[src/spmc_pkg.sv]
// Package holding register map, field layout, reset values, counts and state codes of the power mode controller.
package spmc_pkg;

  // Register byte offsets on the APB bus.
  localparam logic [7:0] OFS_MODE = 8'h00;
  localparam logic [7:0] OFS_IDLE = 8'h04;
  localparam logic [7:0] OFS_STATUS = 8'h08;
  localparam logic [7:0] OFS_ENABLES = 8'h0C;

  // Field positions of power_mode_clock_select.
  localparam int MODE_DIV_HI = 7;
  localparam int MODE_DIV_LO = 5;
  localparam int MODE_FAST = 4;
  localparam int MODE_LSRDY = 3;
  localparam int MODE_HSRDY = 2;
  localparam int MODE_IDLE = 1;
  localparam int MODE_HIGH_CLOCK_SELECT = 0;

  // Field positions of idle_clock_and_reset_flags.
  localparam int IDLE_KEEP = 7;
  localparam int IDLE_FLAGS_HI = 2;
  localparam int IDLE_FLAGS_LO = 0;

  // Field positions of the status and enables registers.
  localparam int STAT_PDF = 0;
  localparam int STAT_TO = 1;
  localparam int EN_LVD = 0;
  localparam int EN_LCD = 1;

  // Reset values of the writable fields.
  localparam logic [2:0] RST_DIV = 3'h0;
  localparam logic RST_FAST = 1'b0;
  localparam logic RST_IDLE = 1'b1;
  localparam logic RST_HIGH_CLOCK_SELECT = 1'b1;
  localparam logic RST_KEEP = 1'b0;
  localparam logic [2:0] RST_FLAGS = 3'h0;

  // Divider codes at or above this value pick the high-speed clock.
  localparam logic [2:0] DIV_FIRST_HS = 3'h2;
  // The divide shift is this value minus the divider code.
  localparam logic [3:0] DIV_SHIFT_BASE = 4'h8;

  // Oscillator cycles until ready; the upper end of each printed range is used.
  localparam logic [10:0] CNT_XTAL = 11'h400;
  localparam logic [10:0] CNT_LS_RC = 11'h002;
  localparam logic [10:0] CNT_HS_RC = 11'h010;
  // Low-speed cycles before the CPU resumes in fast wake-up.
  localparam logic [1:0] CNT_FAST = 2'h2;

  // System clock source selection.
  localparam logic [1:0] SRC_OFF = 2'h0;
  localparam logic [1:0] SRC_LS = 2'h1;
  localparam logic [1:0] SRC_HS = 2'h2;

  // Operating states, one-hot.
  typedef enum logic [5:0] {
    ST_RUN = 6'b00_0001,
    ST_DEEP = 6'b00_0010,
    ST_LIGHT = 6'b00_0100,
    ST_IDLE_STOP = 6'b00_1000,
    ST_IDLE_RUN = 6'b01_0000,
    ST_WAKE = 6'b10_0000
  } spmc_state_t;

  // Divide shift for a divider field and high clock select; zero means undivided.
  function automatic logic [2:0] div_shift(input logic high_clock_select, input logic [2:0] div);
    logic [3:0] s;
    s = DIV_SHIFT_BASE - {1'b0, div};
    // The two low-speed codes run the low clock undivided, so they must not inherit a shift.
    return (high_clock_select || div < DIV_FIRST_HS) ? 3'h0 : s[2:0];
  endfunction

endpackage

[src/spmc_clk_gen.sv]
// Glitch-free system clock tick generator that divides and selects the oscillator ticks.
`timescale 1ns/1ns

module spmc_clk_gen (
  input wire logic mclk,
  input wire logic reset,
  input wire logic lsTick,
  input wire logic hsTick,
  input wire logic [1:0] srcSel,
  input wire logic [2:0] divShift,
  output logic sysTick
);

  // Whole state of the generator.
  typedef struct packed {
    logic [1:0] sel;
    logic [2:0] shift;
    logic [5:0] cnt;
    logic tick;
  } spmc_gen_t;

  spmc_gen_t s_r;
  spmc_gen_t s_nxt;
  logic srcTick;
  logic [5:0] limit;

  // A new source or ratio is adopted only when the current period has ended or the clock is stopped, so no phase is cut short.
  always_comb begin
    s_nxt = s_r;
    s_nxt.tick = 1'b0;
    limit = 6'((7'h01 << s_r.shift) - 7'h01);
    srcTick = (s_r.sel == spmc_pkg::SRC_LS) ? lsTick : ((s_r.sel == spmc_pkg::SRC_HS) ? hsTick : 1'b0);
    if (s_r.sel == spmc_pkg::SRC_OFF) begin
      // A stopped clock has no phase in flight and may restart on any source at once.
      s_nxt.sel = srcSel;
      s_nxt.shift = divShift;
      s_nxt.cnt = 6'h00;
    end else if (srcTick) begin
      if (s_r.cnt == limit) begin
        s_nxt.tick = 1'b1;
        s_nxt.cnt = 6'h00;
        s_nxt.sel = srcSel;
        s_nxt.shift = divShift;
      end else begin
        s_nxt.cnt = s_r.cnt + 6'h01;
      end
    end
  end

  // State register.
  always_ff @(posedge mclk) begin
    if (reset) begin
      s_r <= '0;
    end else begin
      s_r <= s_nxt;
    end
  end

  assign sysTick = s_r.tick;

endmodule

[src/spmc_sysclk_power_mode_ctrl.sv]
// Top of the system clock selection and low-power mode controller with its APB register file.
//
// The register addresses and register access over APB were left to the implementer.
`timescale 1ns/1ns

// Function
// Halt, idle off, no users: deep sleep.
// Voltage detector or display enable block deep sleep.
// Light sleep keeps low-speed and watchdog clocks.
// Halt with idle, no keep: idle stopped.
// Idle stopped watchdog clock follows its source.
// Halt with idle and keep: idle running.
// Divider field picks low-speed or divided high-speed.
// High select undivided; low-speed turns high oscillator off.
// Low ready low in deep, counts after wake.
// High ready counts 1024 or 16 after wake.
// Fast wake bit 4, crystal only.
// Fast wake only from light or idle stopped.
// Fast wake resumes on low clock, switches later.
// RC oscillators wake by count, fast bit ignored.
// Idle keep is bit 7; bits 6-3 zero.
// Any sleep entry sets power-down, clears timeout.
// Clock source switching is glitch-free.
module spmc_sysclk_power_mode_ctrl (
  input wire logic mclk,
  input wire logic reset,
  input wire logic psel,
  input wire logic penable,
  input wire logic pwrite,
  input wire logic [7:0] paddr,
  input wire logic [31:0] pwdata,
  output logic [31:0] prdata,
  output logic pready,
  output logic pslverr,
  input wire logic haltReq,
  input wire logic wakeReq,
  input wire logic lsTick,
  input wire logic hsTick,
  input wire logic lsIsCrystal,
  input wire logic hsIsCrystal,
  input wire logic wdtEnable,
  input wire logic wdtSrcLow,
  input wire logic wdtTimeout,
  output logic sysTick,
  output logic cpuRun,
  output logic lsClkOn,
  output logic wdtClkOn,
  output logic hsOscOn,
  output logic wdtClear,
  output logic fastWakeActive,
  output logic [5:0] powerState
);

  // Whole state of the controller.
  typedef struct packed {
    spmc_pkg::spmc_state_t st; // Operating state.
    logic [2:0] divSel; // Divider field.
    logic fastEn; // Fast wake enable.
    logic idleEn; // Idle enable.
    logic high_clock_select; // High clock select.
    logic keepClk; // Idle clock keep.
    logic [2:0] rstFlags; // Reset cause flags, plain storage here.
    logic voltage_detector_enable; // Voltage detector enable.
    logic lcdEn; // Display driver enable.
    logic power_down_flag; // Power-down flag.
    logic wdtTo; // Watchdog time-out flag.
    logic lsRdy; // Low-speed ready flag.
    logic hsRdy; // High-speed ready flag.
    logic [10:0] lsCnt; // Low-speed stabilisation count.
    logic [10:0] hsCnt; // High-speed stabilisation count.
    logic [1:0] wakeCnt; // Low-speed cycles counted in fast wake.
    logic fastOk; // Sleep mode just left allows fast wake.
    logic fastRun; // CPU runs on the low clock until the crystal is ready.
    logic [31:0] prdata; // Read data.
    logic pready; // Access phase answer.
    logic pslverr; // Unmapped address.
    logic cpuRun; // CPU clocked.
    logic lsOn; // Low-speed clock running.
    logic wdtOn; // Watchdog clock running.
    logic hsOn; // High-speed oscillator enabled.
    logic wdtClr; // Watchdog clear pulse.
  } spmc_ctrl_t;

  spmc_ctrl_t s_r;
  spmc_ctrl_t s_nxt;
  logic [1:0] srcSel; // Source handed to the tick generator.
  logic [2:0] divShift; // Ratio handed to the tick generator.
  logic needHs; // Software selection asks for the high-speed clock.
  logic [1:0] normSrc; // Source for normal running.
  logic goDeep; // Halt would lead to deep sleep.
  logic setupPhase; // APB setup cycle.
  logic wrDone; // APB write completes at this edge.
  logic [31:0] rdVal; // Read data for the addressed register.
  logic mapped; // Address hits a register.
  logic [10:0] lsTarget; // Low-speed ready count for the fitted oscillator.
  logic [10:0] hsTarget; // High-speed ready count for the fitted oscillator.

  // Glitch-free divider and selector for the system clock.
  spmc_clk_gen u_clk_gen (
    .mclk(mclk),
    .reset(reset),
    .lsTick(lsTick),
    .hsTick(hsTick),
    .srcSel(srcSel),
    .divShift(divShift),
    .sysTick(sysTick)
  );

  // Decode of the clock selection and of the APB request.
  always_comb begin
    needHs = s_r.high_clock_select | (s_r.divSel >= spmc_pkg::DIV_FIRST_HS);
    divShift = spmc_pkg::div_shift(s_r.high_clock_select, s_r.divSel);
    // The low clock carries the CPU while a newly chosen high clock is still settling.
    normSrc = (needHs && s_r.hsRdy) ? spmc_pkg::SRC_HS : spmc_pkg::SRC_LS;
    // Any low-speed user forces light sleep instead of deep sleep.
    goDeep = !s_r.voltage_detector_enable && !s_r.lcdEn && !wdtEnable;
    lsTarget = lsIsCrystal ? spmc_pkg::CNT_XTAL : spmc_pkg::CNT_LS_RC;
    hsTarget = hsIsCrystal ? spmc_pkg::CNT_XTAL : spmc_pkg::CNT_HS_RC;
    setupPhase = psel && !penable;
    wrDone = psel && penable && s_r.pready && pwrite;
    mapped = 1'b1;
    rdVal = 32'h0000_0000;
    unique case (paddr)
      spmc_pkg::OFS_MODE: begin
        rdVal[spmc_pkg::MODE_DIV_HI:spmc_pkg::MODE_DIV_LO] = s_r.divSel;
        rdVal[spmc_pkg::MODE_FAST] = s_r.fastEn;
        rdVal[spmc_pkg::MODE_LSRDY] = s_r.lsRdy;
        rdVal[spmc_pkg::MODE_HSRDY] = s_r.hsRdy;
        rdVal[spmc_pkg::MODE_IDLE] = s_r.idleEn;
        rdVal[spmc_pkg::MODE_HIGH_CLOCK_SELECT] = s_r.high_clock_select;
      end
      spmc_pkg::OFS_IDLE: begin
        // Bits 6 to 3 are unimplemented and stay zero.
        rdVal[spmc_pkg::IDLE_KEEP] = s_r.keepClk;
        rdVal[spmc_pkg::IDLE_FLAGS_HI:spmc_pkg::IDLE_FLAGS_LO] = s_r.rstFlags;
      end
      spmc_pkg::OFS_STATUS: begin
        rdVal[spmc_pkg::STAT_PDF] = s_r.power_down_flag;
        rdVal[spmc_pkg::STAT_TO] = s_r.wdtTo;
      end
      spmc_pkg::OFS_ENABLES: begin
        rdVal[spmc_pkg::EN_LVD] = s_r.voltage_detector_enable;
        rdVal[spmc_pkg::EN_LCD] = s_r.lcdEn;
      end
      default: begin
        // Unmapped offsets read zero and answer with an error.
        mapped = 1'b0;
      end
    endcase
  end

  // Next-state logic for registers, mode sequencing and oscillator readiness.
  always_comb begin
    s_nxt = s_r;
    s_nxt.wdtClr = 1'b0;

    // APB: the answer is prepared in the setup cycle so the access phase needs no wait state.
    if (setupPhase) begin
      s_nxt.pready = 1'b1;
      s_nxt.prdata = rdVal;
      s_nxt.pslverr = !mapped;
    end else if (psel && penable && s_r.pready) begin
      s_nxt.pready = 1'b0;
      s_nxt.pslverr = 1'b0;
    end

    // Register writes; an unmapped write is dropped.
    if (wrDone) begin
      unique case (paddr)
        spmc_pkg::OFS_MODE: begin
          s_nxt.divSel = pwdata[spmc_pkg::MODE_DIV_HI:spmc_pkg::MODE_DIV_LO];
          s_nxt.fastEn = pwdata[spmc_pkg::MODE_FAST];
          s_nxt.idleEn = pwdata[spmc_pkg::MODE_IDLE];
          s_nxt.high_clock_select = pwdata[spmc_pkg::MODE_HIGH_CLOCK_SELECT];
        end
        spmc_pkg::OFS_IDLE: begin
          s_nxt.keepClk = pwdata[spmc_pkg::IDLE_KEEP];
          s_nxt.rstFlags = pwdata[spmc_pkg::IDLE_FLAGS_HI:spmc_pkg::IDLE_FLAGS_LO];
        end
        spmc_pkg::OFS_STATUS: begin
          // Writing one clears a flag; a hardware set in the same cycle overrides below.
          if (pwdata[spmc_pkg::STAT_PDF]) begin
            s_nxt.power_down_flag = 1'b0;
          end
          if (pwdata[spmc_pkg::STAT_TO]) begin
            s_nxt.wdtTo = 1'b0;
          end
        end
        spmc_pkg::OFS_ENABLES: begin
          s_nxt.voltage_detector_enable = pwdata[spmc_pkg::EN_LVD];
          s_nxt.lcdEn = pwdata[spmc_pkg::EN_LCD];
        end
        default: begin
          // Nothing is stored; the error answer was given in the setup cycle and ends with the access.
        end
      endcase
    end

    // A watchdog time-out sets its flag and wins over a register write clear in the same cycle; a halt in that cycle still clears it.
    if (wdtTimeout) begin
      s_nxt.wdtTo = 1'b1;
    end

    // Operating state machine.
    unique case (s_r.st)
      spmc_pkg::ST_RUN: begin
        s_nxt.cpuRun = 1'b1;
        s_nxt.lsOn = 1'b1;
        s_nxt.wdtOn = wdtEnable;
        // The crystal stays on during fast wake; otherwise it follows the selection.
        s_nxt.hsOn = needHs || s_r.fastRun;
        if (s_r.fastRun && s_r.hsRdy) begin
          s_nxt.fastRun = 1'b0;
        end
        if (haltReq) begin
          // Every sleep or idle entry clears the watchdog and marks power-down.
          s_nxt.cpuRun = 1'b0;
          s_nxt.wdtClr = 1'b1;
          s_nxt.power_down_flag = 1'b1;
          s_nxt.wdtTo = 1'b0;
          s_nxt.fastRun = 1'b0;
          if (!s_r.idleEn && goDeep) begin
            // Everything stops; the watchdog gets one clear pulse and is left unclocked.
            s_nxt.st = spmc_pkg::ST_DEEP;
            s_nxt.lsOn = 1'b0;
            s_nxt.wdtOn = 1'b0;
            s_nxt.hsOn = 1'b0;
          end else if (!s_r.idleEn) begin
            // Some low-speed user keeps the low clock and watchdog clock going.
            s_nxt.st = spmc_pkg::ST_LIGHT;
            s_nxt.lsOn = 1'b1;
            s_nxt.wdtOn = 1'b1;
            s_nxt.hsOn = 1'b0;
          end else if (!s_r.keepClk) begin
            s_nxt.st = spmc_pkg::ST_IDLE_STOP;
            s_nxt.lsOn = 1'b1;
            s_nxt.wdtOn = wdtEnable && wdtSrcLow;
            s_nxt.hsOn = 1'b0;
          end else begin
            s_nxt.st = spmc_pkg::ST_IDLE_RUN;
            s_nxt.lsOn = 1'b1;
            s_nxt.wdtOn = 1'b1;
            s_nxt.hsOn = needHs;
          end
        end
      end
      spmc_pkg::ST_DEEP, spmc_pkg::ST_LIGHT, spmc_pkg::ST_IDLE_STOP: begin
        if (wakeReq) begin
          // Fast wake needs a running low clock, so deep sleep never qualifies.
          s_nxt.st = spmc_pkg::ST_WAKE;
          s_nxt.fastOk = (s_r.st != spmc_pkg::ST_DEEP);
          s_nxt.lsOn = 1'b1;
          s_nxt.wdtOn = wdtEnable;
          s_nxt.hsOn = needHs;
          s_nxt.wakeCnt = 2'h0;
        end
      end
      spmc_pkg::ST_IDLE_RUN: begin
        // The system oscillator never stopped, so the CPU resumes at once.
        if (wakeReq) begin
          s_nxt.st = spmc_pkg::ST_RUN;
          s_nxt.cpuRun = 1'b1;
        end
      end
      spmc_pkg::ST_WAKE: begin
        if (s_r.fastEn && hsIsCrystal && needHs && s_r.fastOk) begin
          // Resume on the low clock after a few of its cycles; the crystal takes over once ready.
          if (lsTick) begin
            s_nxt.wakeCnt = s_r.wakeCnt + 2'h1;
          end
          if (lsTick && (s_r.wakeCnt + 2'h1 == spmc_pkg::CNT_FAST)) begin
            s_nxt.st = spmc_pkg::ST_RUN;
            s_nxt.fastRun = 1'b1;
            s_nxt.cpuRun = 1'b1;
          end
        end else if (needHs ? s_r.hsRdy : s_r.lsRdy) begin
          // Without fast wake the CPU waits for its own oscillator to settle.
          s_nxt.st = spmc_pkg::ST_RUN;
          s_nxt.cpuRun = 1'b1;
        end
      end
    endcase

    // Low-speed readiness restarts whenever the low clock is stopped.
    if (!s_nxt.lsOn) begin
      s_nxt.lsCnt = 11'h000;
      s_nxt.lsRdy = 1'b0;
    end else if (!s_r.lsRdy && lsTick) begin
      s_nxt.lsCnt = s_r.lsCnt + 11'h001;
      if (s_r.lsCnt + 11'h001 >= lsTarget) begin
        s_nxt.lsRdy = 1'b1;
      end
    end

    // High-speed readiness likewise restarts whenever the oscillator is disabled.
    if (!s_nxt.hsOn) begin
      s_nxt.hsCnt = 11'h000;
      s_nxt.hsRdy = 1'b0;
    end else if (!s_r.hsRdy && hsTick) begin
      s_nxt.hsCnt = s_r.hsCnt + 11'h001;
      if (s_r.hsCnt + 11'h001 >= hsTarget) begin
        s_nxt.hsRdy = 1'b1;
      end
    end
  end

  // Source given to the tick generator for the present state.
  always_comb begin
    srcSel = spmc_pkg::SRC_OFF;
    if (s_r.st == spmc_pkg::ST_RUN) begin
      srcSel = s_r.fastRun ? spmc_pkg::SRC_LS : normSrc;
    end else if (s_r.st == spmc_pkg::ST_IDLE_RUN) begin
      // Peripherals keep the system clock in idle running.
      srcSel = normSrc;
    end
  end

  // State register; power-on values follow the documented defaults.
  always_ff @(posedge mclk) begin
    if (reset) begin
      s_r <= '0;
      s_r.st <= spmc_pkg::ST_WAKE;
      s_r.divSel <= spmc_pkg::RST_DIV;
      s_r.fastEn <= spmc_pkg::RST_FAST;
      s_r.idleEn <= spmc_pkg::RST_IDLE;
      s_r.high_clock_select <= spmc_pkg::RST_HIGH_CLOCK_SELECT;
      s_r.keepClk <= spmc_pkg::RST_KEEP;
      s_r.rstFlags <= spmc_pkg::RST_FLAGS;
      s_r.lsOn <= 1'b1;
      s_r.hsOn <= 1'b1;
    end else begin
      s_r <= s_nxt;
    end
  end

  // Outputs straight from the state register.
  assign prdata = s_r.prdata;
  assign pready = s_r.pready;
  assign pslverr = s_r.pslverr;
  assign cpuRun = s_r.cpuRun;
  assign lsClkOn = s_r.lsOn;
  assign wdtClkOn = s_r.wdtOn;
  assign hsOscOn = s_r.hsOn;
  assign wdtClear = s_r.wdtClr;
  assign fastWakeActive = s_r.fastRun;
  assign powerState = s_r.st;

endmodule

[config.mk]
export PLATFORM = sky130hd
export DESIGN_NAME = spmc_sysclk_power_mode_ctrl
export DESIGN_NICKNAME = d
export VERILOG_FILES = /design/src/spmc_pkg.sv /design/src/spmc_clk_gen.sv /design/src/spmc_sysclk_power_mode_ctrl.sv
export SDC_FILE = /design/constraint.sdc
export NUM_CORES = 1
export LEC_CHECK = 0
export BUFFER_PORTS_ARGS = -buffer_cell sky130_fd_sc_hd__buf_2
export CORE_MARGIN = 2
export CORE_UTILIZATION = 45
export DETAILED_ROUTE_END_ITERATION = 10
export PLACE_DENSITY = 0.69
export SLEW_MARGIN = 10
export SYNTH_ARGS = -nofsm -noshare
export SYNTH_HDL_FRONTEND = slang
export SYNTH_HIERARCHICAL = 1
export SYNTH_SLANG_ARGS = --single-unit
[constraint.sdc]
create_clock -name mclk -period 3.2 [get_ports mclk]
set_input_delay 0.64 -clock mclk [delete_from_list [all_inputs] [get_ports mclk]]
set_output_delay 0.64 -clock mclk [all_outputs]
set_load 0.01 [all_outputs]
==> impl_metrics.py <==
metrics = {
    "global_routing": {
        "antenna_found_initial": 0,
        "grt_first_pass_wirelength_um": 15300,
        "grt.overflow.total": 0,
        "grtUsageTotal": 0.184,
        "grt_max_degree": 35,
        "grt-busiest-layer": "met2",
        "met3_usage": 0.0502,
        "grt_pass1_vias": 3386,
        "grt_use_met1": 0.232,
        "met2_usage": 0.302,
    },
    "logic_synthesis": {
        "synth_edf_count": 0,
        "yosys_warnings": 6,
        "seq_area_frac_synth": 0.342,
        "syn_inst": 519,
        "avgSynthCellArea_um2": 8.47,
        "ys_ff_latch": 75,
        "synthDistinctLibCells": 70,
        "synth_top_flop_cell": "dfxtp_1",
        "async_flop_share": 0,
        "synth_area_um2": 4400,
    },
    "power_and_ir_drop": {
        "power_frac_comb": 0.204,
        "internal_power_mw": 1.49,
        "netSwitchingFraction": 0.318,
        "irDropWorstVdd_mv": 0.217,
        "clock_power_share": 0.309,
        "power_density_nw_per_um2": 462,
        "pwr-share-seq": 0.486,
        "power_leakage_nw": 1.84,
        "netSwitchingPower_mw": 0.693,
    },
    "layout": {
        "final_common_cell": "dfxtp_1",
        "drive_gt1_frac": 0.172,
        "nFillCells": 954,
        "final_area_um2": 4720,
        "seqCellArea_um2": 1500,
        "nNetsFinal": 613,
        "mostFrequentLayoutCells": "75 x dfxtp_1, 74 x nor2_1, 51 x buf_2",
        "area_growth_pct": 7.29,
        "utilization": 0.489,
        "diodes": 0,
        "multi_input_area_um2": 2550,
    },
    "die": {
        "initial_core_util": 0.456,
        "core_um2": 9640,
        "fp.dieArea_um2": 10600,
        "die-height_um": 103,
        "die_x_um": 103,
        "num_rows": 36,
        "io_pins": 101,
    },
    "placed_design": {
        "finalWeightedCongestion": 0.864,
        "dp_slack_ns": 0.731,
        "hpwlAfterDp_um": 6650,
        "dpl-instance-area_um2": 4540,
        "io_buffers": 51,
    },
    "critical_path": {
        "endpoint_kind": "register",
        "cpMaxStageDelayCell": "o21bai_2",
        "setup.worst_path.class": "register to register",
        "crit_fanout": 12,
        "path_cells": "nor4b_2 -> o211ai_1 -> and3_1 -> o21bai_2 -> nor2_1",
        "critical_path_arrival_ns": 2.50,
        "start_kind": "register",
        "critPathMaxStageDelay_ns": 0.45,
        "critPathRequiredTime_ns": 3.43,
    },
    "sta": {
        "worst_slew_pin_slew_ns": 0.829,
        "finalCriticalPeriod_ns": 2.28,
        "tns_ns": 0,
        "finClkSkew_ns": 0.00797,
        "hold_violations": 0,
        "fmax_mhz": 439,
        "setup_viol": 0,
        "rsz0062_at_grt": "false",
        "slew_viol_final": 0,
        "hold_slack_ns": 0.470,
        "finalWorstSetupSlack_ns": 0.925,
        "post-route-period-util": 0.711,
        "slew_headroom": 0.443,
    },
    "routing": {
        "vias": 3634,
        "viasPerCell": 5.30,
        "drc": 0,
        "postRouteAntennaNets": 0,
        "wire_per_inst_um": 13.3,
        "dr.pass1.iters": 4,
        "routed_wl_um": 9100,
        "drt_iter0_drc": 122,
    },
    "clock_tree": {
        "cts_buffers": 9,
        "clock-sinks": 75,
        "cts_root_buf": "clkbuf_8",
        "cts_tree": "built",
        "path_clk_slew_ns": 0.07,
        "cts.repair.resized": 0,
        "cts_max_path_buffers": 2,
        "cts_hold_buf": 0,
        "cts_setup_buffers": 0,
        "insertion_delay_ns": 0.36,
        "cts_max_level": 3,
    },
    "worst_hold_path": {
        "hp-class": "register to register",
    },
    "job": {
        "max_cap_violations": 0,
    },
    "run_status": {
        "status": "completed",
    },
}
[power groups by stage]
stage                     clock network (mW)  logic, mW  registers, mW
after floorplan                            0      0.385           1.05
after global placement                     0      0.432           1.08
after detailed placement                   0      0.443           1.08
after CTS                              0.692      0.447           1.06
after global routing                   0.731      0.496           1.07
final                                  0.674      0.445           1.06
[per-layer routing]
| layer | vias up | part of all wire |
|---|---|---|
| li1 | 1822 | - |
| met1 | 1730 | 0.46 |
| met2 | 65 | 0.48 |
| met3 | 17 | 0.036 |
| met4 | 0 | 0.021 |
| met5 | - | 0 |
[worst paths after layout]
check                start  endpoint  slack, ns  cells after the start
max          powerState[4]   s_r[48]       0.92                      5
min                s_r[68]   s_r[68]       0.47                      2
max reg2reg  powerState[4]   s_r[48]       0.92                      5
min reg2reg        s_r[68]   s_r[68]       0.47                      2
[stage by stage]
step	instances	total power [mW]
finish	686	2.18
global route	686	2.30
CTS	686	2.20
detailed placement	670	1.52
global placement	670	1.51
floorplan	542	1.44
[flip-flops by register name, summed over array words and instances, names as in the netlist]
| signal | count |
|---|---|
| wdtClkOn | 1 |
| fastWakeActive | 1 |
| pslverr | 1 |
| prdata | 8 |
| cpuRun | 1 |
| s_r | 41 |
| wdtClear | 1 |
| hsOscOn | 1 |
| u_clk_gen/sysTick | 1 |
| u_clk_gen/s_r | 11 |
| powerState | 6 |
| pready | 1 |
| lsClkOn | 1 |
[critical path, delay by kind of cell, from the launching register on]
kind	cells	cell delay, ns
compound gates	2	0.83
simple gates	3	0.87
flops	1	0.44
[layout make-up]
cell class | count | share of cell area
multi-input combinational | 394 | 0.541
timing repair buffer | 52 | 0.0557
tap | 133 | 0.0353
inverter | 16 | 0.0127
clock buffer | 14 | 0.0345
sequential | 75 | 0.318
clock inverter | 2 | 0.00212
[cell usage after synthesis (2+ instances only)]
cell | n | area share
nand2_1 | 44 | 0.038
and3_1 | 10 | 0.014
a21oi_1 | 22 | 0.025
nor3b_1 | 3 | 0.0051
mux2i_1 | 16 | 0.036
xnor2_1 | 13 | 0.026
buf_2 | 3 | 0.0034
inv_1 | 15 | 0.013
nor3_1 | 11 | 0.013
o21ai_0 | 13 | 0.015
nor4_1 | 6 | 0.0085
nand2b_1 | 11 | 0.016
buf_4 | 38 | 0.065
mux2_2 | 3 | 0.0077
xor2_1 | 22 | 0.044
nor2_1 | 74 | 0.063
a31oi_1 | 4 | 0.0057
ha_1 | 11 | 0.031
a311oi_1 | 2 | 0.0040
nand3_1 | 10 | 0.011
a32o_1 | 2 | 0.0046
a211o_1 | 4 | 0.0080
mux4_2 | 2 | 0.010
and4_1 | 4 | 0.0080
a22oi_1 | 6 | 0.010
nor2b_1 | 8 | 0.011
mux2_4 | 3 | 0.010
a31o_2 | 4 | 0.0080
nand4_1 | 16 | 0.023
or3_1 | 4 | 0.0057
dfxtp_1 | 75 | 0.34
o211ai_1 | 4 | 0.0068
a2111o_1 | 2 | 0.0051
a211oi_1 | 3 | 0.0051
clkbuf_1 | 14 | 0.012
a221oi_1 | 3 | 0.0060
[logic make-up (layout without fill, tap and decap cells)]
family,count (synthesis),after routing,synth area share
DFF,75,75,0.342
muxes,24,24,0.0646
other,1,24,0.000853
xor gates and xnor gates,36,36,0.0734
adders and majority gates,11,11,0.0313
buffers and inverters,73,84,0.0973
AOI/OAI and AO/OA,85,85,0.144
and+or+nand+nor,214,214,0.247
(Power assumes the default switching activity.)
